--- config.mk ---
export PLATFORM = sky130hd
export DESIGN_NAME = spe_core
export DESIGN_NICKNAME = d
export VERILOG_FILES = /design/src/rtl/spe_pkg.sv /design/src/rtl/spe_word_reg.sv /design/src/rtl/spe_core.sv
export VERILOG_INCLUDE_DIRS = /design/src /design/src/rtl
export SDC_FILE = /design/constraint.sdc
export NUM_CORES = 1
export LEC_CHECK = 0
export BUFFER_PORTS_ARGS = -buffer_cell sky130_fd_sc_hd__buf_2
export CAP_MARGIN = 20
export CORE_UTILIZATION = 48
export CTS_CLUSTER_SIZE = 10
export DETAILED_ROUTE_END_ITERATION = 7
export GPL_ROUTABILITY_DRIVEN = 0
export PLACE_DENSITY = 0.76
export RECOVER_POWER = 25
export SYNTH_ARGS = -nofsm -noshare
export SYNTH_HDL_FRONTEND = slang
export SYNTH_HIERARCHICAL = 1
export SYNTH_SLANG_ARGS = --single-unit
--- constraint.sdc ---
create_clock -name clk -period 2 [get_ports clk]
set_input_delay 0.2 -clock clk [delete_from_list [all_inputs] [get_ports clk]]
set_output_delay 0.2 -clock clk [all_outputs]
set_load 0.05 [all_outputs]
--- src/rtl/spe_defs.svh ---
// spe_defs.svh: field layouts, reset values and counts for the serial peripheral block
// assumes: included by bare name from the package and the design modules
`ifndef SPE_DEFS_SVH
`define SPE_DEFS_SVH
`define SPE_DATA_W 8
`define SPE_NCS 4
`define SPE_BAUD_W 8
`define SPE_BAUD_ONE 8'h01
`define SPE_BIT_LAST 3'h7
`define SPE_CS_NONE 4'hf
`define SPE_WORD_ZERO 8'h00
`define SPE_CNT_ZERO 8'h00
`endif

--- src/rtl/spe_pkg.sv ---
// spe_pkg.sv: types shared by the serial peripheral block
// assumes: spe_defs.svh is on the include path
`include "spe_defs.svh"
package spe_pkg;
   // transfer engine states, gray coded along idle-low-high-done
   typedef enum logic [1:0] {
      spe_idle = 2'b00,
      spe_low = 2'b01,
      spe_high = 2'b11,
      spe_done = 2'b10
   } spe_state_e;
endpackage : spe_pkg

--- src/rtl/spe_word_reg.sv ---
// spe_word_reg.sv: one registered data word with load and clear
// assumes: single clock, synchronous active-high reset
`timescale 1ns/1ns
`include "spe_defs.svh"
module spe_word_reg #(
   parameter int WIDTH = `SPE_DATA_W
) (
   input wire logic clk,
   input wire logic reset,
   input wire logic clear,
   input wire logic load,
   input wire logic [WIDTH-1:0] din,
   output logic [WIDTH-1:0] dout
);
   // clear wins so a soft reset empties the word
   always_ff @(posedge clk) begin
      if (reset || clear) begin
         dout <= '0;
      end else if (load) begin
         dout <= din;
      end
   end
endmodule : spe_word_reg

--- src/rtl/spe_core.sv ---
// spe_core.sv: serial peripheral master/slave engine with its silicon quirks kept
// assumes: all inputs synchronous to clk; software controls are plain ports
`timescale 1ns/1ns
`include "spe_defs.svh"
module spe_core #(
   parameter int NCS = `SPE_NCS
) (
   input wire logic clk,
   input wire logic reset,
   input wire logic enable_cmd,
   input wire logic disable_cmd,
   input wire logic soft_reset_bit,
   input wire logic master_mode,
   input wire logic fault_detect_disable,
   input wire logic cs_hold_after_transfer,
   input wire logic clock_polarity,
   input wire logic clock_phase_bit,
   input wire logic [1:0] cs_select,
   input wire logic [NCS*`SPE_BAUD_W-1:0] serial_baud_divider,
   input wire logic tx_write,
   input wire logic [`SPE_DATA_W-1:0] tx_data,
   input wire logic rx_read,
   input wire logic miso,
   input wire logic slave_sck,
   input wire logic slave_cs_n,
   input wire logic mosi_in,
   output logic enabled,
   output logic tx_empty_flag,
   output logic rx_full_flag,
   output logic [`SPE_DATA_W-1:0] rx_word_reg,
   output logic [NCS-1:0] rx_chip_select_field,
   output logic sck,
   output logic mosi,
   output logic [NCS-1:0] chip_select_pins_n,
   output logic miso_out
);
   // the select decode and the divider picker are built for four selects only
   if (NCS != `SPE_NCS) begin : g_bad_ncs
      $error("spe_core serves exactly four chip selects");
   end

   // ----------------------------------------------------------------
   // decoding
   // ----------------------------------------------------------------
   spe_pkg::spe_state_e state;
   logic [`SPE_BAUD_W-1:0] cnt;
   logic [2:0] bitn;
   logic [`SPE_DATA_W-1:0] shreg;
   logic [`SPE_DATA_W-1:0] tx_word_reg;
   logic slave_sck_d;
   logic [NCS-1:0] cs_last;

   function automatic logic [`SPE_BAUD_W-1:0] div_of(input logic [NCS*`SPE_BAUD_W-1:0] v, input logic [1:0] i);
      div_of = v[i*`SPE_BAUD_W +: `SPE_BAUD_W];
   endfunction : div_of

   wire [`SPE_BAUD_W-1:0] div_sel = div_of(serial_baud_divider, cs_select);
   logic [NCS-1:0] div_is_one;
   genvar g;
   generate
      for (g = 0; g < NCS; g++) begin : g_div
         assign div_is_one[g] = (div_of(serial_baud_divider, 2'(g)) == `SPE_BAUD_ONE);
      end
   endgenerate
   // mixed dividers in idle-high, phase-clear mode add a pulse
   wire glitch_mode = (|div_is_one) && !(&div_is_one) && clock_polarity && !clock_phase_bit;
   // disable is only honoured in master mode
   wire do_disable = disable_cmd && master_mode;
   wire tx_accept = tx_write && enabled;
   // hold-after-transfer with fault detect on blocks start, whichever select is chosen
   wire start_block = cs_hold_after_transfer && !fault_detect_disable;
   wire start_go = enabled && master_mode && !tx_empty_flag && !start_block && state == spe_pkg::spe_idle;
   wire half_tick = (cnt == `SPE_CNT_ZERO);
   wire [`SPE_BAUD_W-1:0] reload = (div_sel == `SPE_CNT_ZERO) ? `SPE_CNT_ZERO : div_sel - `SPE_BAUD_ONE;
   wire slave_rise = slave_sck && !slave_sck_d && !slave_cs_n;
   wire slave_fall = !slave_sck && slave_sck_d && !slave_cs_n;
   wire [`SPE_DATA_W-1:0] slave_next = {shreg[`SPE_DATA_W-2:0], mosi_in};
   wire slave_word_end = slave_rise && bitn == `SPE_BIT_LAST;
   wire master_word_end = state == spe_pkg::spe_done;
   logic [NCS-1:0] cs_decode;
   assign cs_decode = ~(4'h1 << cs_select);

   // ----------------------------------------------------------------
   // enable and status
   // ----------------------------------------------------------------
   // soft reset clears control and status, leaves block disabled
   always_ff @(posedge clk) begin
      if (reset || soft_reset_bit) begin
         enabled <= 1'b0;
      end else if (do_disable) begin
         enabled <= 1'b0;
      end else if (enable_cmd) begin
         enabled <= 1'b1;
      end
   end

   // empty flag ignores disable; load and set share a cycle safely
   always_ff @(posedge clk) begin
      if (reset || soft_reset_bit) begin
         tx_empty_flag <= 1'b1;
      end else if (tx_accept) begin
         tx_empty_flag <= 1'b0;
      end else if (start_go) begin
         tx_empty_flag <= 1'b1;
      end
   end

   spe_word_reg #(.WIDTH(`SPE_DATA_W)) u_tx (
      .clk(clk),
      .reset(reset),
      .clear(soft_reset_bit),
      .load(tx_accept),
      .din(tx_data),
      .dout(tx_word_reg)
   );

   // receive flag: a new word beats a read in the same cycle
   always_ff @(posedge clk) begin
      if (reset || soft_reset_bit) begin
         rx_full_flag <= 1'b0;
         rx_word_reg <= `SPE_WORD_ZERO;
         rx_chip_select_field <= `SPE_CS_NONE;
      end else if (master_word_end || (slave_word_end && enabled)) begin
         rx_full_flag <= 1'b1;
         rx_word_reg <= master_word_end ? shreg : slave_next;
         // field shows the select pins as they stood before the last master start, not this word's select
         rx_chip_select_field <= cs_last;
      end else if (rx_read) begin
         rx_full_flag <= 1'b0;
      end
   end

   // ----------------------------------------------------------------
   // master transfer engine
   // ----------------------------------------------------------------
   // one half period per divider count; extra pulse injected in glitch mode
   always_ff @(posedge clk) begin
      if (reset || soft_reset_bit) begin
         state <= spe_pkg::spe_idle;
         cnt <= `SPE_CNT_ZERO;
         bitn <= 3'h0;
         shreg <= `SPE_WORD_ZERO;
         sck <= 1'b0;
         mosi <= 1'b0;
         chip_select_pins_n <= `SPE_CS_NONE;
         cs_last <= `SPE_CS_NONE;
         slave_sck_d <= 1'b0;
         miso_out <= 1'b0;
      end else begin
         slave_sck_d <= slave_sck;
         case (state)
            spe_pkg::spe_idle: begin
               sck <= clock_polarity;
               if (!cs_hold_after_transfer) chip_select_pins_n <= `SPE_CS_NONE;
               if (start_go) begin
                  state <= spe_pkg::spe_low;
                  shreg <= tx_word_reg;
                  mosi <= tx_word_reg[`SPE_DATA_W-1];
                  chip_select_pins_n <= cs_decode;
                  cs_last <= chip_select_pins_n;
                  cnt <= reload;
                  bitn <= 3'h0;
                  // the stray edge pair appears at word start
                  if (glitch_mode) sck <= !clock_polarity;
               end else if (master_mode == 1'b0 && enabled) begin
                  // slave shifting on the external clock
                  if (slave_rise) begin
                     shreg <= slave_next;
                     bitn <= bitn + 3'h1;
                  end
                  if (slave_fall) miso_out <= shreg[`SPE_DATA_W-1];
                  if (slave_cs_n) bitn <= 3'h0;
               end
            end
            spe_pkg::spe_low: begin
               if (sck != clock_polarity) begin
                  // close the stray pulse first, even with a divider of 1
                  sck <= clock_polarity;
               end else if (half_tick) begin
                  state <= spe_pkg::spe_high;
                  sck <= !clock_polarity;
                  shreg <= {shreg[`SPE_DATA_W-2:0], miso};
                  cnt <= reload;
               end else begin
                  cnt <= cnt - `SPE_BAUD_ONE;
               end
            end
            spe_pkg::spe_high: begin
               if (half_tick) begin
                  sck <= clock_polarity;
                  mosi <= shreg[`SPE_DATA_W-1];
                  cnt <= reload;
                  bitn <= bitn + 3'h1;
                  state <= (bitn == `SPE_BIT_LAST) ? spe_pkg::spe_done : spe_pkg::spe_low;
               end else begin
                  cnt <= cnt - `SPE_BAUD_ONE;
               end
            end
            spe_pkg::spe_done: begin
               state <= spe_pkg::spe_idle;
            end
            default: state <= spe_pkg::spe_idle;
         endcase
      end
   end

   // ----------------------------------------------------------------
   // checks
   // ----------------------------------------------------------------
   // no start while held select and fault detect on
   hold_block_a: assert property (@(posedge clk) disable iff (reset)
      (start_block && state == spe_pkg::spe_idle) |=> state == spe_pkg::spe_idle)
      else $error("transfer started while blocked");
   // disabled write keeps the empty flag
   empty_keep_a: assert property (@(posedge clk) disable iff (reset || soft_reset_bit)
      (tx_write && !enabled && tx_empty_flag && !start_go) |=> tx_empty_flag)
      else $error("empty flag cleared by filtered write");
   // disable alone does not set empty
   disable_flag_a: assert property (@(posedge clk) disable iff (reset || soft_reset_bit)
      (!enabled && !tx_empty_flag && !start_go) |=> !tx_empty_flag)
      else $error("empty flag moved while disabled");
   slave_stays_a: assert property (@(posedge clk) disable iff (reset)
      (enabled && !master_mode && !soft_reset_bit) |=> enabled)
      else $error("slave was disabled");
   // soft reset leaves idle and disabled
   soft_reset_a: assert property (@(posedge clk) disable iff (reset)
      soft_reset_bit |=> (!enabled && tx_empty_flag && !rx_full_flag && state == spe_pkg::spe_idle))
      else $error("soft reset incomplete");
   // glitch mode pulses the clock at start
   extra_pulse_a: assert property (@(posedge clk) disable iff (reset || soft_reset_bit)
      (start_go && glitch_mode) |=> sck != clock_polarity)
      else $error("no extra pulse");
   stale_cs_a: assert property (@(posedge clk) disable iff (reset || soft_reset_bit)
      master_word_end |=> rx_chip_select_field == $past(cs_last))
      else $error("chip select field mismatch");
endmodule : spe_core

# After elaboration in Yosys (flattened, before gate mapping)
# Cells that the tools add are included.
op_classes:
  n_div: 0
  n_lt_le_gt_ge: 0
  n_shift: 2
  n_bitwise: 3
  n_reduce_logical: 48
  eq_ne: 18
  addsub: 3
  mul: 0
  mux: 39
op_table:
  columns: ["op", "n"]
  rows:
  - ["$mux W8", 10]
  - ["$eq A8 B1 Y1 const B", 4]
  - ["$shiftx A32 B6 Y8", 1]
  - ["$pmux W8 S3", 1]
  - ["$logic_and A1 B1 Y1", 17]
  - ["$logic_not A8 Y1", 2]
  - ["$pmux W8 S2", 1]
  - ["$reduce_and A4 Y1", 4]
  - ["$sub A8 B1 Y8 const B", 2]
  - ["$mux W3", 5]
  - ["$mux W1", 11]
  - ["$mux W2", 5]
  - ["$logic_not A1 Y1", 9]
  - ["$reduce_and A3 Y1", 3]
  - ["$mux W4", 2]
  - ["$ne A2 B2 Y1 const B", 4]
  - ["$pmux W2 S4", 1]
  - ["$reduce_bool A2 Y1", 4]
  - ["$ne A3 B3 Y1 const B", 2]
  - ["$pmux W3 S2", 1]
  - ["$reduce_and A5 Y1", 1]
  - ["$eq A2 B2 Y1 const B", 2]
  - ["$ne A4 B4 Y1 const B", 1]
  - ["$not A4 Y4", 1]
  - ["16 further kinds", 19]
word_totals:
  output_inout_bits: 22
  latchBits: 0
  register_bits: 56
  elab_cells: 129
  mem_bits_ro: 0
  mem_bits_rw: 0
  mem_count: 0

# Longest topological paths before layout
# Gate-level depths: netlist of run 1.
logic_depth:
  ltp_word: 9
  ltp_mapped: 8
  ltp_nobuf: 7

# Cells and area by module
# The synthesis of run 1 kept the hierarchy.
by_module_without_submodules:
  columns: ["module", "seq_area_each_um2", "area_each_um2", "instances", "cells_per_inst"]
  rows:
  - ["spe_core", 960.9, 2871.5, 1, 332]
  - ["spe_word_reg", 160.2, 295.3, 1, 27]

# Least setup slack after synthesis of run 1
# No wires, ideal clock.
synth_path:
  path_type: "reg2reg"
  startpoint: "register enabled"
  endpoint: "register cnt[2]"
  t_arrival_ps: 2154
  path_stages_with_launch: 9
  path_slack_ps: -285
  synth_period_minus_slack_ps: 2285
  path_buffers: 3
  setup_ps: 131
  path_cell_list: "dfxtp_1 > and3b_1 > clkbuf_1 > and3_1 > clkbuf_1 > buf_2 > o22ai_1 > a22oi_1 > o22ai_1"
synth_via:
  elab_chain_len: 6
synth_rtl:
  columns: ["element", "line", "rtl"]
  rows:
  - ["start: declaration", "spe_core.sv:27", "output logic enabled,"]
  - ["start signal: assignment", "spe_core.sv:89", "enabled <= 1'b0;"]
  - ["start signal: assignment", "spe_core.sv:91", "enabled <= 1'b0;"]
  - ["start signal: assignment", "spe_core.sv:93", "enabled <= 1'b1;"]
  - ["$logic_and A1 B1 Y1 (4 in a row)", "spe_core.sv:72", "wire start_go = enabled && master_mode && !tx_empty_flag && !start_block && state == spe_pkg::spe_idle;"]
  - ["$ne A2 B2 Y1 (no source line)", null, null]
  - ["$reduce_and A3 Y1 (no source line)", null, null]
  - ["end signal: assignment", "spe_core.sv:140", "cnt <= `SPE_CNT_ZERO;"]
  - ["end signal: assignment", "spe_core.sv:161", "cnt <= reload;"]
  - ["end signal: assignment", "spe_core.sv:183", "cnt <= reload;"]
  - ["end: declaration", "spe_core.sv:46", "logic [`SPE_BAUD_W-1:0] cnt;"]
# No other way between the ends.
# A chain may end at the register's enable or synchronous reset.

# Final worst setup path of run 1
layout_path:
  startpoint: "register state[0]"
  endpoint: "register shreg[2]"
layout_via:
  elab_chain_len: 4
layout_rtl:
  columns: ["element", "line", "rtl"]
  rows:
  - ["start: declaration", "spe_core.sv:45", "spe_pkg::spe_state_e state;"]
  - ["start signal: assignment", "spe_core.sv:139", "state <= spe_pkg::spe_idle;"]
  - ["start signal: assignment", "spe_core.sv:156", "state <= spe_pkg::spe_low;"]
  - ["start signal: assignment", "spe_core.sv:180", "state <= spe_pkg::spe_high;"]
  - ["$logic_not A2 Y1", "spe_core.sv:72, spe_core.sv:151", null]
  - ["$logic_and A1 B1 Y1", "spe_core.sv:72", null]
  - ["$ne A3 B3 Y1 (no source line), or another cell as far along", null, null]
  - ["$reduce_and A5 Y1 (no source line) or $pmux W8 S2 (tied branches)", null, null]
  - ["end signal: assignment", "spe_core.sv:142", "shreg <= `SPE_WORD_ZERO;"]
  - ["end signal: assignment", "spe_core.sv:157", "shreg <= tx_word_reg;"]
  - ["end signal: assignment", "spe_core.sv:168", "shreg <= slave_next;"]
  - ["end: declaration", "spe_core.sv:48", "logic [`SPE_DATA_W-1:0] shreg;"]
# Parallel ways exist; a longest one is shown, timed or not.

==> results of run 1 <==
## Yosys cell counts, types with 2 or more instances
| library cell | number |
|---|---|
| nor3_1 | 6 |
| dfxtp_1 | 56 |
| nand2_1 | 30 |
| or2_1 | 2 |
| o21ai_1 | 3 |
| a311oi_1 | 7 |
| nor4_1 | 4 |
| a211oi_1 | 11 |
| inv_1 | 13 |
| nand2b_1 | 2 |
| a31oi_1 | 5 |
| and2_1 | 3 |
| o211ai_1 | 3 |
| mux4_1 | 2 |
| buf_2 | 4 |
| a22oi_1 | 3 |
| a21oi_1 | 26 |
| o21a_1 | 2 |
| mux2i_1 | 30 |
| nor2_1 | 34 |
| nor2b_1 | 3 |
| nand4_1 | 2 |
| nand3_1 | 12 |
| a21boi_1 | 2 |
| mux4_2 | 6 |
| clkbuf_1 | 16 |
| o21ai_0 | 11 |
| ha_1 | 6 |
| nor3b_1 | 5 |
| xnor2_1 | 5 |
| o22ai_1 | 7 |
| or4_1 | 2 |
| and3b_1 | 2 |
| nor4b_2 | 2 |
| buf_6 | 2 |
| nor4b_1 | 5 |
## worst min path at each step
stage,from,to,cells past startpoint
5_1_grt,disable_cmd,enabled,2
3_3_place_gp,disable_cmd,enabled,2
2_1_floorplan,master_mode,enabled,1
6_report,disable_cmd,enabled,2
4_1_cts,disable_cmd,enabled,2
3_5_place_dp,disable_cmd,enabled,2
## where the power goes
group | switching (uW) | leakage (uW) | internal [uW]
clock | 403 | 0.0000452 | 257
combinational | 135 | 0.000946 | 135
sequential | 5.09 | 0.000452 | 1120
## through the flow
step | total power, uW | util | area [um^2] | worst slack, ps
global placement | 1420 | 0.593 | 3760 | -22.4
global route | 2130 | 0.606 | 3850 | 9.93
CTS | 2060 | 0.608 | 3860 | 80.6
finish | 2050 | 0.606 | 3850 | 138
detailed placement | 1420 | 0.593 | 3760 | -103
floorplan | 1300 | - | 3170 | 27.4
## per-layer routing
layer  global-route usage  vias to the layer above  routed length, um
met5                    0                        -                  0
met4               0.0627                        0                104
met3               0.0447                       11                446
met2                0.403                      108               3820
met1                0.294                     1407               3480
li1                     -                     1522                  -
## area by class of cell
| cell class | count | area (um^2) |
|---|---|---|
| clock buffer | 5 | 68.8 |
| clock inverter | 3 | 25.0 |
| fill | 592 | 2500 |
| inverter | 14 | 52.6 |
| multi-input combinational | 266 | 1900 |
| sequential | 56 | 1120 |
| tap | 77 | 96.3 |
| timing repair buffer | 106 | 584 |
## cells by family (layout without fill, tap and decap cells)
family                   Yosys count  in the layout  share of synthesized area
multiplexers                      38             38                      0.154
XOR/XNOR                           6              6                     0.0166
buffers and inverters             37            128                     0.0514
AO/OA/AOI/OAI                     97             97                      0.206
adder cells (fa/ha/maj)            6              6                     0.0237
AND/OR/NAND/NOR                  119            119                      0.194
flip-flops                        56             56                      0.354
## worst reg2reg max path: stages (launching register included)
cell and delay (ps):
dfxtp_1 440, nor2_1 310, and3_1 300, buf_4 270, mux2i_1 110, a311oi_1 320
## repair_timing
item	in CTS	in global routing
setup endpoints to repair	0	15
resized for setup	0	3
hold buffers	0	0
==> results.toml, run 1 <==
[clock_network]
cts_num_sinks = 56
post_cts_buffers = 0
cts_made_buffers = 5
cts_max_level = 2
tritoncts = "yes"
clk_pin_slew_worst_paths_ps = 110
cts_root_buffer = "clkbuf_8"
clk-insertion-delay-late_ps = 320
max-clock-path-buffers = 2

[critical_path]
cp.required_ps = 2200
crit_buf_inv = 1
critPathSlowestCell = "dfxtp_1"
r2r_start = "state[0]"
end_kind = "flop"
cp_cell_sequence = "nor2_1, and3_1, buf_4, mux2i_1, a311oi_1"
cp_data_arrival_time_ps = 2060
critPathMaxStageDelay_ps = 440
crit_cells = 5
path_delay_family = "simple AND/OR/NAND/NOR gates"
endpoint = "shreg[2]"
r2r_end = "shreg[2]"
startpoint = "state[0]"
start_kind = "flop"
criticalPathCategory = "flop to flop"
worstPathMaxFanout = 15
ff2ff_setup_slack_ps = 140
r2r_cells = 5

[timing]
tightest_slew_ps = 1340
maxSlewViolCount = 0
tns_ps = 0
hold-worst-slack_ps = 42.0
period_minus_slack_ps = 1860
setup_viol = 0
finalHoldViolCount = 0
fin_crit_sh = 0.931
relSlewSlack = 0.109
rsz0062_at_grt = "false"
max_freq_ghz = 0.537
fin_skew_ps = 8.22

[drt]
vias = 3048
wl_per_cell_um = 14.9
dr.pass1.iters = 4
dr.first_iter.drc_count = 198
ant_nets = 0
avgViaCountPerCell = 5.78
drt-total-wl_um = 7840
drc = 0

[worst_hold_path]
hold_class = "input pin to flop"

[synthesis]
synth_top_cell_area_share = 0.354
async_flop_share = 0
syn-cell-area_mm2 = 0.00317
syn_inst = 359
synth-seq-cells = 56
syn_area_per_cell_um2 = 8.82
yosysUniqueCellTypes = 61
ys_warn_count = 6
yosysTopAreaCell = "dfxtp_1"
synth_area_leaders = "dfxtp_1 (35%), mux2i_1 (9.5%), mux4_2 (4.3%), a21oi_1 (4.1%), nor2_1 (4.0%)"
synth_edf_count = 0
seq_area_frac_synth = 0.354
synth-main-ff-cell = "dfxtp_1"
synth_fp_nets = 423

[global_route]
grt_pass1_wl_um = 13300
grt_pass1_vias = 2883
grt_max_degree = 30
grt_overflow = 0
antenna_found_initial = 0
track_usage = 0.232

[pwr]
vdd_drop_max_mv = 0.395
p_leak_uw = 0.00144
powerDensity_mw_per_mm2 = 534

[placement]
port_buffers = 79
dp_hpwl_um = 6060
dp_cells = 519

[cells_and_area]
n_antenna_cell = 0
final_common_cell = "buf_2"
fin_cells = 527
syn2layout_area_growth_pct = 21.5
num-nets-final = 513
final_cell_mix = "buf_2 (61), dfxtp_1 (55), nor2_1 (34)"
drive_above_1_share = 0.247

[floorplanning]
die-area_mm2 = 0.00693
core_mm2 = 0.00635
io_pins = 80
die-height_um = 83.2
rows = 29
start_util = 0.499
die_w_um = 83.2

[status]
status = "complete, no violations"

[run]
maxCapViolCount = 0
Note: power is estimated with default switching activity, not from simulation.
==> inputs of run 2 (changes only) <==
==> constraint.sdc (replaced) <==
create_clock -name clk -period 2 [get_ports clk]
set_input_delay 0.2 -clock clk [delete_from_list [all_inputs] [get_ports clk]]
set_output_delay 0.2 -clock clk [all_outputs]
set_load 0.02 [all_outputs]
==> run 2 against run 1 <==
Compared with the run above:
- die area unchanged
- sequential power hardly changed
- design area about the same
- clock power rose by 28%
- clock skew down 1.6 ps
- largest cell class unchanged
==> results.toml, run 2 (same netlist as run 1, synthesis figures left out) <==
[status]
status = "complete, no violations"

[clock_network]
cts_num_sinks = 56
max-clock-path-buffers = 2
tritoncts = "yes"
hold_buffers = 0
clk_pin_slew_worst_paths_ps = 100
cts_root_buffer = "clkbuf_8"
cts_max_level = 2
clk-insertion-delay-late_ps = 310
cts_made_buffers = 5

[global_route]
grt_max_degree = 30
grt_pass1_vias = 2844
antenna_found_initial = 0
track_usage = 0.227
grt_pass1_wl_um = 13000
grt_overflow = 0
grt_use_met1 = 0.289
grt.met2_usage = 0.389
grt-busiest-layer = "met2"
grtUsageMet3 = 0.0427

[floorplanning]
die_w_um = 83.2
io_pins = 80
core_mm2 = 0.00635
rows = 29
die-area_mm2 = 0.00693
die-height_um = 83.2
start_util = 0.499

[cells_and_area]
n_antenna_cell = 0
final_common_cell = "buf_2"
num-nets-final = 509
final_cell_mix = "buf_2 (62), dfxtp_1 (56), nor2_1 (34)"
nFillCells = 562
syn2layout_area_growth_pct = 21.5
fin_cells = 522
drive_above_1_share = 0.236

[critical_path]
start_kind = "flop"
end_kind = "flop"
criticalPathCategory = "flop to flop"
worstPathMaxFanout = 9
cp_data_arrival_time_ps = 2080
cp.required_ps = 2240

[pwr]
powerDensity_mw_per_mm2 = 580
total_power_uw = 2230
p_leak_uw = 0.00145
vdd_drop_max_mv = 0.484

[timing]
tightest_slew_ps = 482
maxSlewViolCount = 0
fin_crit_sh = 0.919
fin_ws_ps = 161
rsz0062_at_grt = "false"
max_freq_ghz = 0.544
finalHoldViolCount = 0
fin_skew_ps = 6.63
relSlewSlack = 0.679
setup_viol = 0
hold-worst-slack_ps = 99.3
period_minus_slack_ps = 1840

[run]
maxCapViolCount = 0

[drt]
drc = 0
avgViaCountPerCell = 5.87
dr.first_iter.drc_count = 178
ant_nets = 0
wl_per_cell_um = 14.7
drt-total-wl_um = 7680
vias = 3066
dr.pass1.iters = 4

[placement]
place_ws_ps = -35.7
port_buffers = 79
dp_cells = 515
dp_hpwl_um = 5940

[worst_hold_path]
hold_class = "input pin to flop"
==> run 2: cell types whose count changed in the layout (fill, tap and decap cells not counted), sizes merged <==
cell	delta
buf	-2
bufinv	+2
clkbuf	-2
inv	-2
clkinvlp	-1
==> run 2: report_power, final <==
| part | switching [uW] | total (uW) | internal (uW) | leakage [uW] |
|---|---|---|---|---|
| registers | 5.00 | 1120 | 1120 | 0.000452 |
| logic | 130 | 260 | 130 | 0.000929 |
| clock network | 354 | 847 | 493 | 0.0000642 |
| total | 489 | 2230 | 1740 | 0.00145 |
==> run 2: critical path, stage by stage (launching register included) <==
cell,delay (ps)
dfxtp_1,420
inv_1,90
ha_1,200
nor3b_2,160
a21o_1,200
buf_4,170
a2111oi_1,340
a31oi_1,90
o21ai_1,100
==> run 2: final timing paths <==
check / endpoint / slack, ps / cells past startpoint / from
min: enabled / 100 / 2 / disable_cmd
max: cnt[4] / 160 / 8 / cnt[0]
min reg2reg: cs_last[0] / 480 / 2 / cs_last[0]
max reg2reg: cnt[4] / 160 / 8 / cnt[0]
==> run 2: repair_timing <==
| item | 4_1_cts | 5_1_grt |
|---|---|---|
| setup endpoints to repair | 0 | 12 |
| buffers inserted | 0 | 0 |
| resized for setup | 0 | 2 |
==> run 2: metrics by stage <==
stage,setup TNS [ps],area [um^2],util
floorplan,0,3170,-
detailed placement,-116,3730,0.588
CTS,0,3860,0.608
global route,0,3850,0.606
global placement,-29.9,3730,0.588
finish,0,3850,0.606
==> run 2: cell type report <==
cell class,count,area [um^2],share of cell area
Timing Repair Buffer,102,559,0.145
Clock inverter,2,60.1,0.0156
Tap cell,77,96.3,0.0250
Inverter,14,52.6,0.0137
Multi-Input combinational cell,266,1890,0.491
Clock buffer,5,68.8,0.0179
Sequential cell,56,1120,0.291
==> run 2: layer usage <==
layer,up-vias,routed length [um]
met4,0,119
met3,12,425
li1,1511,-
met2,117,3660
met1,1426,3470
met5,-,0
